$ cat src/rtl/umg_pkg.sv
// Package with constants for the usage meter and on-line gating block
package umg_pkg;
	localparam int NUM_UNITS = 6;
	localparam int CLK_MHZ = 250;
	localparam int DEBOUNCE_US = 10;
	localparam int DEBOUNCE_CYCLES = DEBOUNCE_US * CLK_MHZ;
	localparam int DEB_W = 12;
	localparam int WB_AW = 4;
	localparam logic [3:0] ADDR_CTRL = 4'h0;
	localparam logic [3:0] ADDR_STATUS = 4'h4;
	localparam logic [3:0] ADDR_UNITS = 4'h8;
	localparam int CTRL_OPBUSY_BIT = 0;
	localparam int CTRL_INTLK_BIT = 1;
	localparam int CTRL_PWR_BIT = 2;
	localparam logic [31:0] CTRL_RESET = 32'h0000_0004;
	localparam int ST_ONLINE_BIT = 0;
	localparam int ST_BUSY_BIT = 1;
	localparam int ST_RUN_BIT = 2;
	localparam int ST_MIN_BIT = 3;
	localparam int ST_MSW_BIT = 4;
	localparam int ST_CSW_BIT = 5;
endpackage : umg_pkg

$ cat src/rtl/umg_deb_if.sv
// Interface carrying one switch through the debouncer
`timescale 1ns/10ps
interface umg_deb_if;
	logic raw;
	logic clean;
	modport filt (input raw, output clean);
	modport user (output raw, input clean);
endinterface : umg_deb_if

$ cat src/rtl/umg_debounce.sv
// Two-flop synchroniser followed by a stability counter
`timescale 1ns/10ps
module umg_debounce #(
	parameter int COUNT = umg_pkg::DEBOUNCE_CYCLES
) (
	// Clock and reset
	input wire logic clk,
	input wire logic rst_n,
	// Switch path
	umg_deb_if.filt sw
);
	logic sync1_q;
	logic sync2_q;
	logic clean_q;
	// Terminal count, cut to the counter width on purpose
	localparam int LAST_I = COUNT - 1;
	localparam logic [umg_pkg::DEB_W-1:0] LAST = LAST_I[umg_pkg::DEB_W-1:0];

	logic [umg_pkg::DEB_W-1:0] cnt_q;

	always_ff @(posedge clk or negedge rst_n)
	begin
		if (!rst_n)
		begin
			sync1_q <= 1'b0;
			sync2_q <= 1'b0;
		end
		else
		begin
			sync1_q <= sw.raw;
			sync2_q <= sync1_q;
		end
	end

	always_ff @(posedge clk or negedge rst_n)
	begin
		if (!rst_n)
		begin
			cnt_q <= '0;
			clean_q <= 1'b0;
		end
		else if (sync2_q == clean_q)
			cnt_q <= '0;
		else if (cnt_q == LAST)
		begin
			cnt_q <= '0;
			clean_q <= sync2_q;
		end
		else
			cnt_q <= cnt_q + 1'b1;
	end

	assign sw.clean = clean_q;
endmodule : umg_debounce

$ cat src/rtl/umg_top.sv
// Usage meter, on-line latch, metering lines and select bypass
`timescale 1ns/10ps
// Contract
// - The meter runs only when on-line, meter-out active and a unit is loaded and either off its marker or rewinding.
// - The on-line latch changes only while clock-out is inactive and the block is idle.
// - Meter-in to the channel is active only while on-line and busy.
// - Busy means the command-busy latch is set, from an operation or a channel interlock.
// - Meter-out is accepted only when on-line; off-line blocks meter-out, meter-in and meter.
// - A loaded unit off its beginning marker counts as in use without tape motion.
// - Turning the command switch off its on-line position clears the on-line latch once clock-out is inactive and the block is idle.
// - The latch sets only when meter switch is on and command switch at on-line together.
// - No on-line operation is permitted while the latch is clear.
// - Select passes to the next unit when command switch off, meter switch off or power off.
// - All channel interface lines except SELECT_BYPASS are forced inactive while the latch is clear; SELECT_BYPASS passes select.
module umg_top #(
	parameter int UNITS = umg_pkg::NUM_UNITS,
	parameter int DEB_COUNT = umg_pkg::DEBOUNCE_CYCLES
) (
	// Clock and reset
	input wire logic MCLK,
	input wire logic RST_N,
	// Wishbone slave
	input wire logic WB_CYC_I,
	input wire logic WB_STB_I,
	input wire logic WB_WE_I,
	input wire logic [umg_pkg::WB_AW-1:0] WB_ADR_I,
	input wire logic [3:0] WB_SEL_I,
	input wire logic [31:0] WB_DAT_I,
	output logic [31:0] WB_DAT_O,
	output logic WB_ACK_O,
	// Panel switches
	input wire logic METER_SW,
	input wire logic CMD_SW_ONLINE,
	// Drive unit status
	input wire logic [UNITS-1:0] UNIT_LOADED,
	input wire logic [UNITS-1:0] UNIT_AT_MARKER,
	input wire logic [UNITS-1:0] UNIT_REWINDING,
	// Metering lines
	input wire logic METER_OUT,
	input wire logic CLOCK_OUT,
	output logic METER_IN,
	output logic RUN_METER,
	// Select routing and interface gating
	input wire logic SELECT_IN,
	output logic SELECT_TO_UNIT,
	output logic SELECT_BYPASS,
	output logic IF_ENABLE
);
	logic online_q;
	logic [31:0] ctrl_q;
	logic ack_q;
	logic [31:0] rdat_q;
	logic meter_sw_db;
	logic cmd_sw_db;
	logic busy;
	logic meter_out_g;
	logic [UNITS-1:0] unit_meter_on;
	logic any_meter_on;
	logic change_ok;
	logic power_on;
	logic wb_req;

	umg_deb_if msw_if();
	umg_deb_if csw_if();
	assign msw_if.raw = METER_SW;
	assign csw_if.raw = CMD_SW_ONLINE;

	umg_debounce #(.COUNT(DEB_COUNT)) u_deb_msw (
		.clk(MCLK),
		.rst_n(RST_N),
		.sw(msw_if)
	);
	umg_debounce #(.COUNT(DEB_COUNT)) u_deb_csw (
		.clk(MCLK),
		.rst_n(RST_N),
		.sw(csw_if)
	);
	assign meter_sw_db = msw_if.clean;
	assign cmd_sw_db = csw_if.clean;

	// Per-unit meter-on indication
	genvar gi;
	generate
		for (gi = 0; gi < UNITS; gi++)
		begin : g_unit
			assign unit_meter_on[gi] = UNIT_LOADED[gi] & (~UNIT_AT_MARKER[gi] | UNIT_REWINDING[gi]);
		end
	endgenerate
	assign any_meter_on = |unit_meter_on;

	assign power_on = ctrl_q[umg_pkg::CTRL_PWR_BIT];
	assign busy = ctrl_q[umg_pkg::CTRL_OPBUSY_BIT] | ctrl_q[umg_pkg::CTRL_INTLK_BIT];
	assign change_ok = ~CLOCK_OUT & ~busy;

	// On-line latch
	always_ff @(posedge MCLK or negedge RST_N)
	begin
		if (!RST_N)
			online_q <= 1'b0;
		else if (change_ok)
		begin
			if (!cmd_sw_db || !meter_sw_db || !power_on)
				online_q <= 1'b0;
			else
				online_q <= 1'b1;
		end
	end

	assign meter_out_g = METER_OUT & online_q;
	assign RUN_METER = meter_out_g & any_meter_on;
	assign METER_IN = online_q & busy;
	assign IF_ENABLE = online_q;
	assign SELECT_TO_UNIT = SELECT_IN & online_q & cmd_sw_db & meter_sw_db & power_on;
	assign SELECT_BYPASS = SELECT_IN & ~(online_q & cmd_sw_db & meter_sw_db & power_on);

	// Wishbone slave, one wait state
	assign wb_req = WB_CYC_I & WB_STB_I & ~ack_q;

	always_ff @(posedge MCLK or negedge RST_N)
	begin
		if (!RST_N)
			ack_q <= 1'b0;
		else
			ack_q <= wb_req;
	end

	always_ff @(posedge MCLK or negedge RST_N)
	begin
		if (!RST_N)
			ctrl_q <= umg_pkg::CTRL_RESET;
		else if (wb_req && WB_WE_I && WB_ADR_I == umg_pkg::ADDR_CTRL && WB_SEL_I[0])
			ctrl_q <= {29'h0, WB_DAT_I[2:0]};
	end

	always_ff @(posedge MCLK or negedge RST_N)
	begin
		if (!RST_N)
			rdat_q <= 32'h0000_0000;
		else if (wb_req && !WB_WE_I)
		begin
			unique case (WB_ADR_I)
				umg_pkg::ADDR_CTRL: rdat_q <= ctrl_q;
				umg_pkg::ADDR_STATUS: rdat_q <= {26'h0, cmd_sw_db, meter_sw_db, METER_IN,
					RUN_METER, busy, online_q};
				umg_pkg::ADDR_UNITS: rdat_q <= {{(32 - UNITS){1'b0}}, unit_meter_on};
				default: rdat_q <= 32'h0000_0000;
			endcase
		end
	end

	assign WB_ACK_O = ack_q;
	assign WB_DAT_O = rdat_q;

	// Checks
	property p_run;
		@(posedge MCLK) disable iff (!RST_N)
		RUN_METER |-> (online_q && METER_OUT && any_meter_on);
	endproperty
	a_run: assert property (p_run) else $error("meter runs without cause");

	property p_hold;
		@(posedge MCLK) disable iff (!RST_N)
		(CLOCK_OUT || busy) |=> $stable(online_q);
	endproperty
	a_hold: assert property (p_hold) else $error("on-line changed while locked");

	property p_min;
		@(posedge MCLK) disable iff (!RST_N)
		METER_IN == (online_q && busy);
	endproperty
	a_min: assert property (p_min) else $error("meter-in wrong");

	property p_offline;
		@(posedge MCLK) disable iff (!RST_N)
		!online_q |-> (!RUN_METER && !METER_IN && !IF_ENABLE && !SELECT_TO_UNIT);
	endproperty
	a_offline: assert property (p_offline) else $error("off-line gating failed");

	property p_clear;
		@(posedge MCLK) disable iff (!RST_N)
		(!cmd_sw_db && change_ok) |=> !online_q;
	endproperty
	a_clear: assert property (p_clear) else $error("latch not cleared");

	property p_set;
		@(posedge MCLK) disable iff (!RST_N)
		$rose(online_q) |-> $past(cmd_sw_db && meter_sw_db && change_ok);
	endproperty
	a_set: assert property (p_set) else $error("latch set without both switches");

	property p_bypass;
		@(posedge MCLK) disable iff (!RST_N)
		(SELECT_IN && (!cmd_sw_db || !meter_sw_db || !power_on)) |-> SELECT_BYPASS;
	endproperty
	a_bypass: assert property (p_bypass) else $error("select not bypassed");

	property p_ack;
		@(posedge MCLK) disable iff (!RST_N)
		WB_ACK_O |=> !WB_ACK_O;
	endproperty
	a_ack: assert property (p_ack) else $error("ack held two cycles");
endmodule : umg_top

$ cat config.mk
export PLATFORM = sky130hd
export DESIGN_NAME = umg_top
export DESIGN_NICKNAME = d
export VERILOG_FILES = /design/src/rtl/umg_pkg.sv /design/src/rtl/umg_deb_if.sv /design/src/rtl/umg_debounce.sv /design/src/rtl/umg_top.sv
export SDC_FILE = /design/constraint.sdc
export NUM_CORES = 1
export LEC_CHECK = 0
export BUFFER_PORTS_ARGS = -buffer_cell sky130_fd_sc_hd__buf_2
export CORE_ASPECT_RATIO = 1.5
export CORE_UTILIZATION = 40
export DETAILED_ROUTE_END_ITERATION = 10
export GPL_TIMING_DRIVEN = 1
export PLACE_DENSITY = 0.71
export SETUP_SLACK_MARGIN = 0.2
export SYNTH_ARGS = -nofsm -noshare
export SYNTH_HDL_FRONTEND = slang
export SYNTH_SLANG_ARGS = --single-unit
$ cat constraint.sdc
create_clock -name MCLK -period 2.8 [get_ports MCLK]
set_clock_uncertainty 0.2 [all_clocks]
set_input_delay 0.28 -clock MCLK [delete_from_list [all_inputs] [get_ports MCLK]]
set_output_delay 0.28 -clock MCLK [all_outputs]
set_load 0.005 [all_outputs]
==> results.md, run 1 <==
* Outcome: completed
* Unique masters post-synth at 43
* Rel. slew slack at 0.4052
* CTS sink count at 41
* Register area share after synthesis at 0.4702
* Most common cell after layout, fill and taps aside: buf_2
* Placed cell area at between 0.002 and 0.0025 mm²
* Starting Density at 0.4197
* Share of cells above drive strength 1 at 0.2407
* Hpwl dp at 3008 µm
* Synth Warn # at 0
* ANT nets after route at 0
* Ys flop type: dfrtp_1
* Routed wire length at 3967 µm
* H-tree depth at 2
* DRC viols at 0
* GRT Overall Usage at 0.1452
* Worst skew pair latency at 0.28 ns
* First-pass GRT wire length at approximately 6500 µm
* Mapped Cells at 219
* Num rows at 32
* Worst Max-Slew Pin Slew at 0.8922 ns
* Worst-path clk slew at 0.07 ns
* Total CTS buffers at 5
* Initial antenna violation count at 0
* DR iter-0 viols at 35
* Pwr/cell area at between 400 and 500 mW/mm²
* Synthesized area at roughly 0.0022 mm²
* Layout Area Growth over Synthesis at 13.75%
* IO buf count at 47
* Die Area at ~0.0058 mm²
* Ant diodes at 0
* Slew Viols, Final at 0
* CTS tree: done
* Final instance area at 0.002485 mm²
* Seq cells post-synth at between 40 and 50
* Top post-synthesis cells by area: dfrtp_1 (46%), buf_4 (8.9%), xor2_1 (5.6%)
* Final setup fails at 0
* Placer Congestion at 0.7515
* Clock root cell: clkbuf_8
* DIE HEIGHT at 92.51 µm
* Worst EP required at 2.76 ns
* FMAX at 0.4625 GHz
* Footprint of the multi-input gates at between 0.001 and 0.0015 mm²
* Most frequent cells in the layout: buf_2 (47), dfrtp_1 (40), nor2_1 (26), conb_1 (26)
* Post-synth ARST share at 1.000
* Leakage at 1.228 nW
* Die X at 62.34 µm
* Tcrit/Tclk final at 0.7721
* Largest net degree at the start of global routing at 42
* Via count at about 1600
* EDFF count, synth at 0
* Post-CTS setup buffer count at 0
* Clk buf depth at 2
* Max cap viols at 0
* Min Tclk post-route at 2.162 ns
* Worst ir drop on vdd at 0.0001854 V
* CP Max Fanout at 11
* Startpoint type of the worst setup path: flop
* Final net count at 341
* Crit path kind: reg -> reg
* Critical path arrival at between 2 and 2.5 ns
* Hold_ws at 0.03104 ns
* DR WL/cell at ~12 µm
* Register Area at 0.001027 mm²
* First-pass iteration count of the detailed router at 4
* Number of I/O pins at around 110
* Vias in the first global route at 1506
* Fin Setup TNS at 0 ns
* Syn Area/Cell at 9.975 µm²
* Fillers at about 500
* Floorplan core area at 0.005205 mm²
* CP Capture Type: flop
* Cell taking the most area after synthesis: dfrtp_1
* Final Hold Vio Count at 0
* Via density at 4.802
* Area share of the largest cell type after synthesis at 0.4582
* Global route overflow at 0
* RSZ-0062 raised after global routing: false
* Min-Delay Path Class: in -> reg
==> flip-flops by register name (all words and copies together), names as in the netlist <==
signal and flops:
u_deb_msw.cnt_q 12, u_deb_msw.sw.clean 1, WB_DAT_O 6, u_deb_csw.sync1_q 1
u_deb_msw.sync1_q 1, WB_ACK_O 1, u_deb_csw.cnt_q 12, IF_ENABLE 1
u_deb_msw.sync2_q 1, ctrl_q 3, u_deb_csw.sync2_q 1, u_deb_csw.sw.clean 1
==> timing repair <==
item | in CTS | in global routing
hold endpoints to repair | 42 | 0
hold buffers | 3 | 0
resized for setup | 0 | 0
endpoints found under the setup margin | 0 | 0
==> metal layers <==
metal  part of all wire  global-route usage  vias up  wire length [µm]
met1               0.39              0.1504      752              1549
met5                  0                   0        -                 0
li1                   -                   -      809                 -
met4              0.012             0.06395        0                47
met2               0.54              0.2683       58              2134
met3              0.059             0.04187        4               236
==> final timing paths <==
| path | start | end | slack, ns | cells after the start |
|---|---|---|---|---|
| min in group asynchronous | RST_N | u_deb_msw.cnt_q[4] | 0.46 | 2 |
| setup / recovery | u_deb_csw.cnt_q[0] | u_deb_csw.cnt_q[4] | 0.64 | 5 |
| hold reg to reg | u_deb_csw.sync1_q | u_deb_csw.sync2_q | 0.16 | 0 |
| hold / removal | WB_DAT_I[1] | ctrl_q[1] | 0.03 | 2 |
| setup reg to reg | u_deb_csw.cnt_q[0] | u_deb_csw.cnt_q[4] | 0.64 | 5 |
| max in group asynchronous | RST_N | u_deb_csw.cnt_q[6] | 1.38 | 2 |
==> stage by stage <==
step	setup WS, ns	cells	util	power, mW
floorplan	0.8502	244	-	0.7185
global placement	0.6422	329	0.4575	0.7453
detailed placement	0.6158	329	0.4575	0.7487
CTS	0.6073	338	0.4774	1.102
global route	0.5039	338	0.4774	1.142
finish	0.6381	338	0.4774	1.089
==> where the power goes <==
group | total [mW] | switching, mW | internal (mW)
Combinational | 0.112 | 0.0618 | 0.0501
Clock | 0.350 | 0.186 | 0.164
Sequential | 0.627 | 0.0154 | 0.612
Total | 1.09 | 0.263 | 0.826
==> worst max-delay path, cell delays in order (launching register included) <==
cell	delay [ns]
dfrtp_1	0.41
ha_1	0.23
or4bb_1	0.40
or3_4	0.40
nand2_1	0.29
nor2_1	0.09
==> cell families (layout without fill, tap and decap cells) <==
| family | count (synthesis) | after routing | share of synthesized area |
|---|---|---|---|
| simple gates | 92 | 92 | 0.2245 |
| xor+xnor | 22 | 22 | 0.08820 |
| flops | 41 | 41 | 0.4702 |
| fa+ha+maj | 2 | 2 | 0.01145 |
| mux | 6 | 6 | 0.03264 |
| compound gates | 21 | 21 | 0.06472 |
| buf+inv | 34 | 60 | 0.1065 |
| other cells | 1 | 26 | 0.001717 |
==> cell type report <==
| class | count | area share |
|---|---|---|
| sequential | 41 | 0.4134 |
| multi-input combinational | 169 | 0.4099 |
| clock buffer | 5 | 0.02769 |
| timing repair buffer | 50 | 0.1067 |
| inverter | 4 | 0.006042 |
| clock inverter | 1 | 0.002014 |
| tap | 68 | 0.03424 |
==> synthesized netlist by cell type (all sizes together) (2+ instances only) <==
library cell / count
or3: 3
a21oi: 4
nor2b: 4
xor2: 14
inv: 4
nor3: 5
nand2: 14
nand3: 11
clkbuf: 3
mux2: 6
a31oi: 4
and3: 6
nand2b: 6
nor2: 26
nand4: 5
dfrtp: 40
nor4: 4
buf: 27
ha: 2
a22oi: 3
xnor2: 8
a21o: 2
and4: 2
o21ai: 2
No activity file was read; power rests on OpenSTA's default activity.
==> run 2: changes to the inputs <==
==> constraint.sdc (replaced) <==
create_clock -name MCLK -period 2.2 [get_ports MCLK]
set_clock_uncertainty 0.2 [all_clocks]
set_input_delay 0.22 -clock MCLK [delete_from_list [all_inputs] [get_ports MCLK]]
set_output_delay 0.22 -clock MCLK [all_outputs]
set_load 0.005 [all_outputs]
==> run 2 against run 1 <==
Effect of this change:
- sequential cell count did not move
- critical endpoint is now u_deb_csw.cnt_q[7]
- critical path type unchanged
- cell area rose by 5.8%
- combinational power rose by 50%
- highest routed layer unchanged
- largest power group unchanged
==> results.md, run 2 (same netlist as run 1, synthesis figures left out) <==
* Outcome: completed
* Vias in the first global route at 1603
* Most frequent cells in the layout: buf_2 (47), dfrtp_1 (39), nor2_1 (26), conb_1 (26), xor2_1 (14)
* Final net count at 355
* Clock root cell: clkbuf_8
* Starting Density at 0.4197
* Clk buf depth at 2
* DIE HEIGHT at 92.51 µm
* Dpl ws at 0.1354 ns
* Slowest-stage cell, CP: dfrtp_1
* Fin Setup TNS at 0 ns
* FMAX at approximately 0.51 GHz
* DRC viols at 0
* Critical path arrival at about 2 ns
* IO buf count at 47
* Layout Area Growth over Synthesis at 20.39%
* Final instance area at 0.002630 mm²
* Most common cell after layout, fill and taps aside: buf_2
* Share of cells above drive strength 1 at 0.2832
* Initial antenna violation count at 0
* H-tree depth at 2
* Final Hold Vio Count at 0
* Tcrit/Tclk final at 0.8961
* Final setup fails at 0
* Number of I/O pins at 106
* Via density at 4.816
* Total CTS buffers at 5
* Worst Max-Slew Pin Slew at slightly below 0.6 ns
* Worst-path cell chain: ha_4 > or4bb_1 > or3_4 > nand2_2 > buf_4 > nor2_1
* Die Area at 0.005767 mm²
* Hpwl dp at about 3000 µm
* Worst ir drop on vdd at 0.0002253 V
* DP Cell Count at 333
* Worst-path clk slew at roughly 0.080 ns
* Crit path kind: reg -> reg
* Via count at 1705
* Ant diodes at 0
* CTS tree: done
* First-pass iteration count of the detailed router at 4
* Min Tclk post-route at 1.971 ns
* CP Capture Type: flop
* Flop2flop setup slack at around 0.23 ns
* Hold_ws at around 0.042 ns
* Startpoint type of the worst setup path: flop
* Min-Delay Path Class: in -> reg
* Routed wire length at 4195 µm
* Num rows at 32
* Die X at 62.34 µm
* Worst skew pair latency at 0.29 ns
* Non-Filler Instances at ~350
* ANT nets after route at 0
* Global route overflow at 0
* Max cap viols at 0
* Placed cell area at 0.002411 mm²
* RSZ-0062 raised after global routing: false
* Setup ws final at 0.2286 ns
* CP Max Fanout at 5
* Slew Viols, Final at 0
* Leakage at 1.299 nW
* GRT Overall Usage at 0.1551
* Floorplan core area at 0.005205 mm²
* DR iter-0 viols at 57
* First-pass GRT wire length at 6962 µm
* Largest net degree at the start of global routing at 29
* DR WL/cell at roughly 12 µm
* Worst EP required at 2.18 ns
* CTS sink count at slightly above 40
* Rel. slew slack at 0.6022
* Fillers at 490
* Placer Congestion at 0.7530
* Slowest stage delay, CP at ~0.41 ns
* Pwr/cell area at 548.2 mW/mm²
## run 2: cell count changes in the layout (fill, tap and decap cells not counted)
cell / delta
buf_6: +1
clkinv_2: +1
dfrtp_2: +1
ha_1: -1
dlygate4sd3_1: +3
dfrtp_1: -1
nand2_1: -1
ha_4: +1
buf_4: +10
clkinvlp_4: +1
nand2_2: +1
## run 2: worst max-delay path: cells and delay by family (launching register included)
kind                     cells  cell delay (ns)
adder cells (fa/ha/maj)      1             0.16
buffers and inverters        1             0.15
flip-flops                   1             0.41
AND/OR/NAND/NOR              4             0.94
## run 2: final cells by class
type	count	area, µm²	area share
clock buffers	5	68.82	0.02617
clock inverters	3	17.52	0.006660
inverters	4	15.01	0.005709
multi-input cells	169	1033	0.3930
flip-flops and latches	41	1028	0.3911
well taps	68	85.08	0.03235
repair buffers	64	381.6	0.1451
## run 2: final timing paths
path	to	cells after the start	start
max in group asynchronous	ctrl_q[2]	3	RST_N
worst max register to register	u_deb_csw.cnt_q[7]	6	u_deb_csw.cnt_q[1]
min in group asynchronous	u_deb_msw.cnt_q[4]	2	RST_N
worst min register to register	u_deb_csw.sync2_q	0	u_deb_csw.sync1_q
worst max-delay path	u_deb_csw.cnt_q[7]	6	u_deb_csw.cnt_q[1]
worst min-delay path	WB_ACK_O	3	WB_CYC_I
## run 2: what timing repair did
action / in CTS / in global routing
pin swaps: 0 / 1
hold buffers: 6 / 0
buffers inserted: 3 / 3
resized for setup: 1 / 5
cloned: 0 / 1
setup endpoints to repair: 12 / 12
hold endpoints to repair: 31 / 0
## run 2: through the flow
step                utilization  total power, mW
finish                   0.5053            1.442
detailed placement       0.4632           0.9576
floorplan                     -           0.9145
CTS                      0.4962            1.452
global route             0.5053            1.519
global placement         0.4632           0.9542
## run 2: power by group
| group | total, mW | switching (mW) | internal (mW) | leakage (nW) |
|---|---|---|---|---|
| logic | 0.168 | 0.0856 | 0.0819 | 0.706 |
| registers | 0.798 | 0.0194 | 0.778 | 0.549 |
| clock network | 0.477 | 0.258 | 0.219 | 0.0439 |
| total | 1.44 | 0.363 | 1.08 | 1.30 |
## run 2: routing by layer
metal,share of wire,track usage
met1,0.38,0.1602
met2,0.53,0.2894
met4,0.018,0.06589
met3,0.067,0.04310
met5,0,0
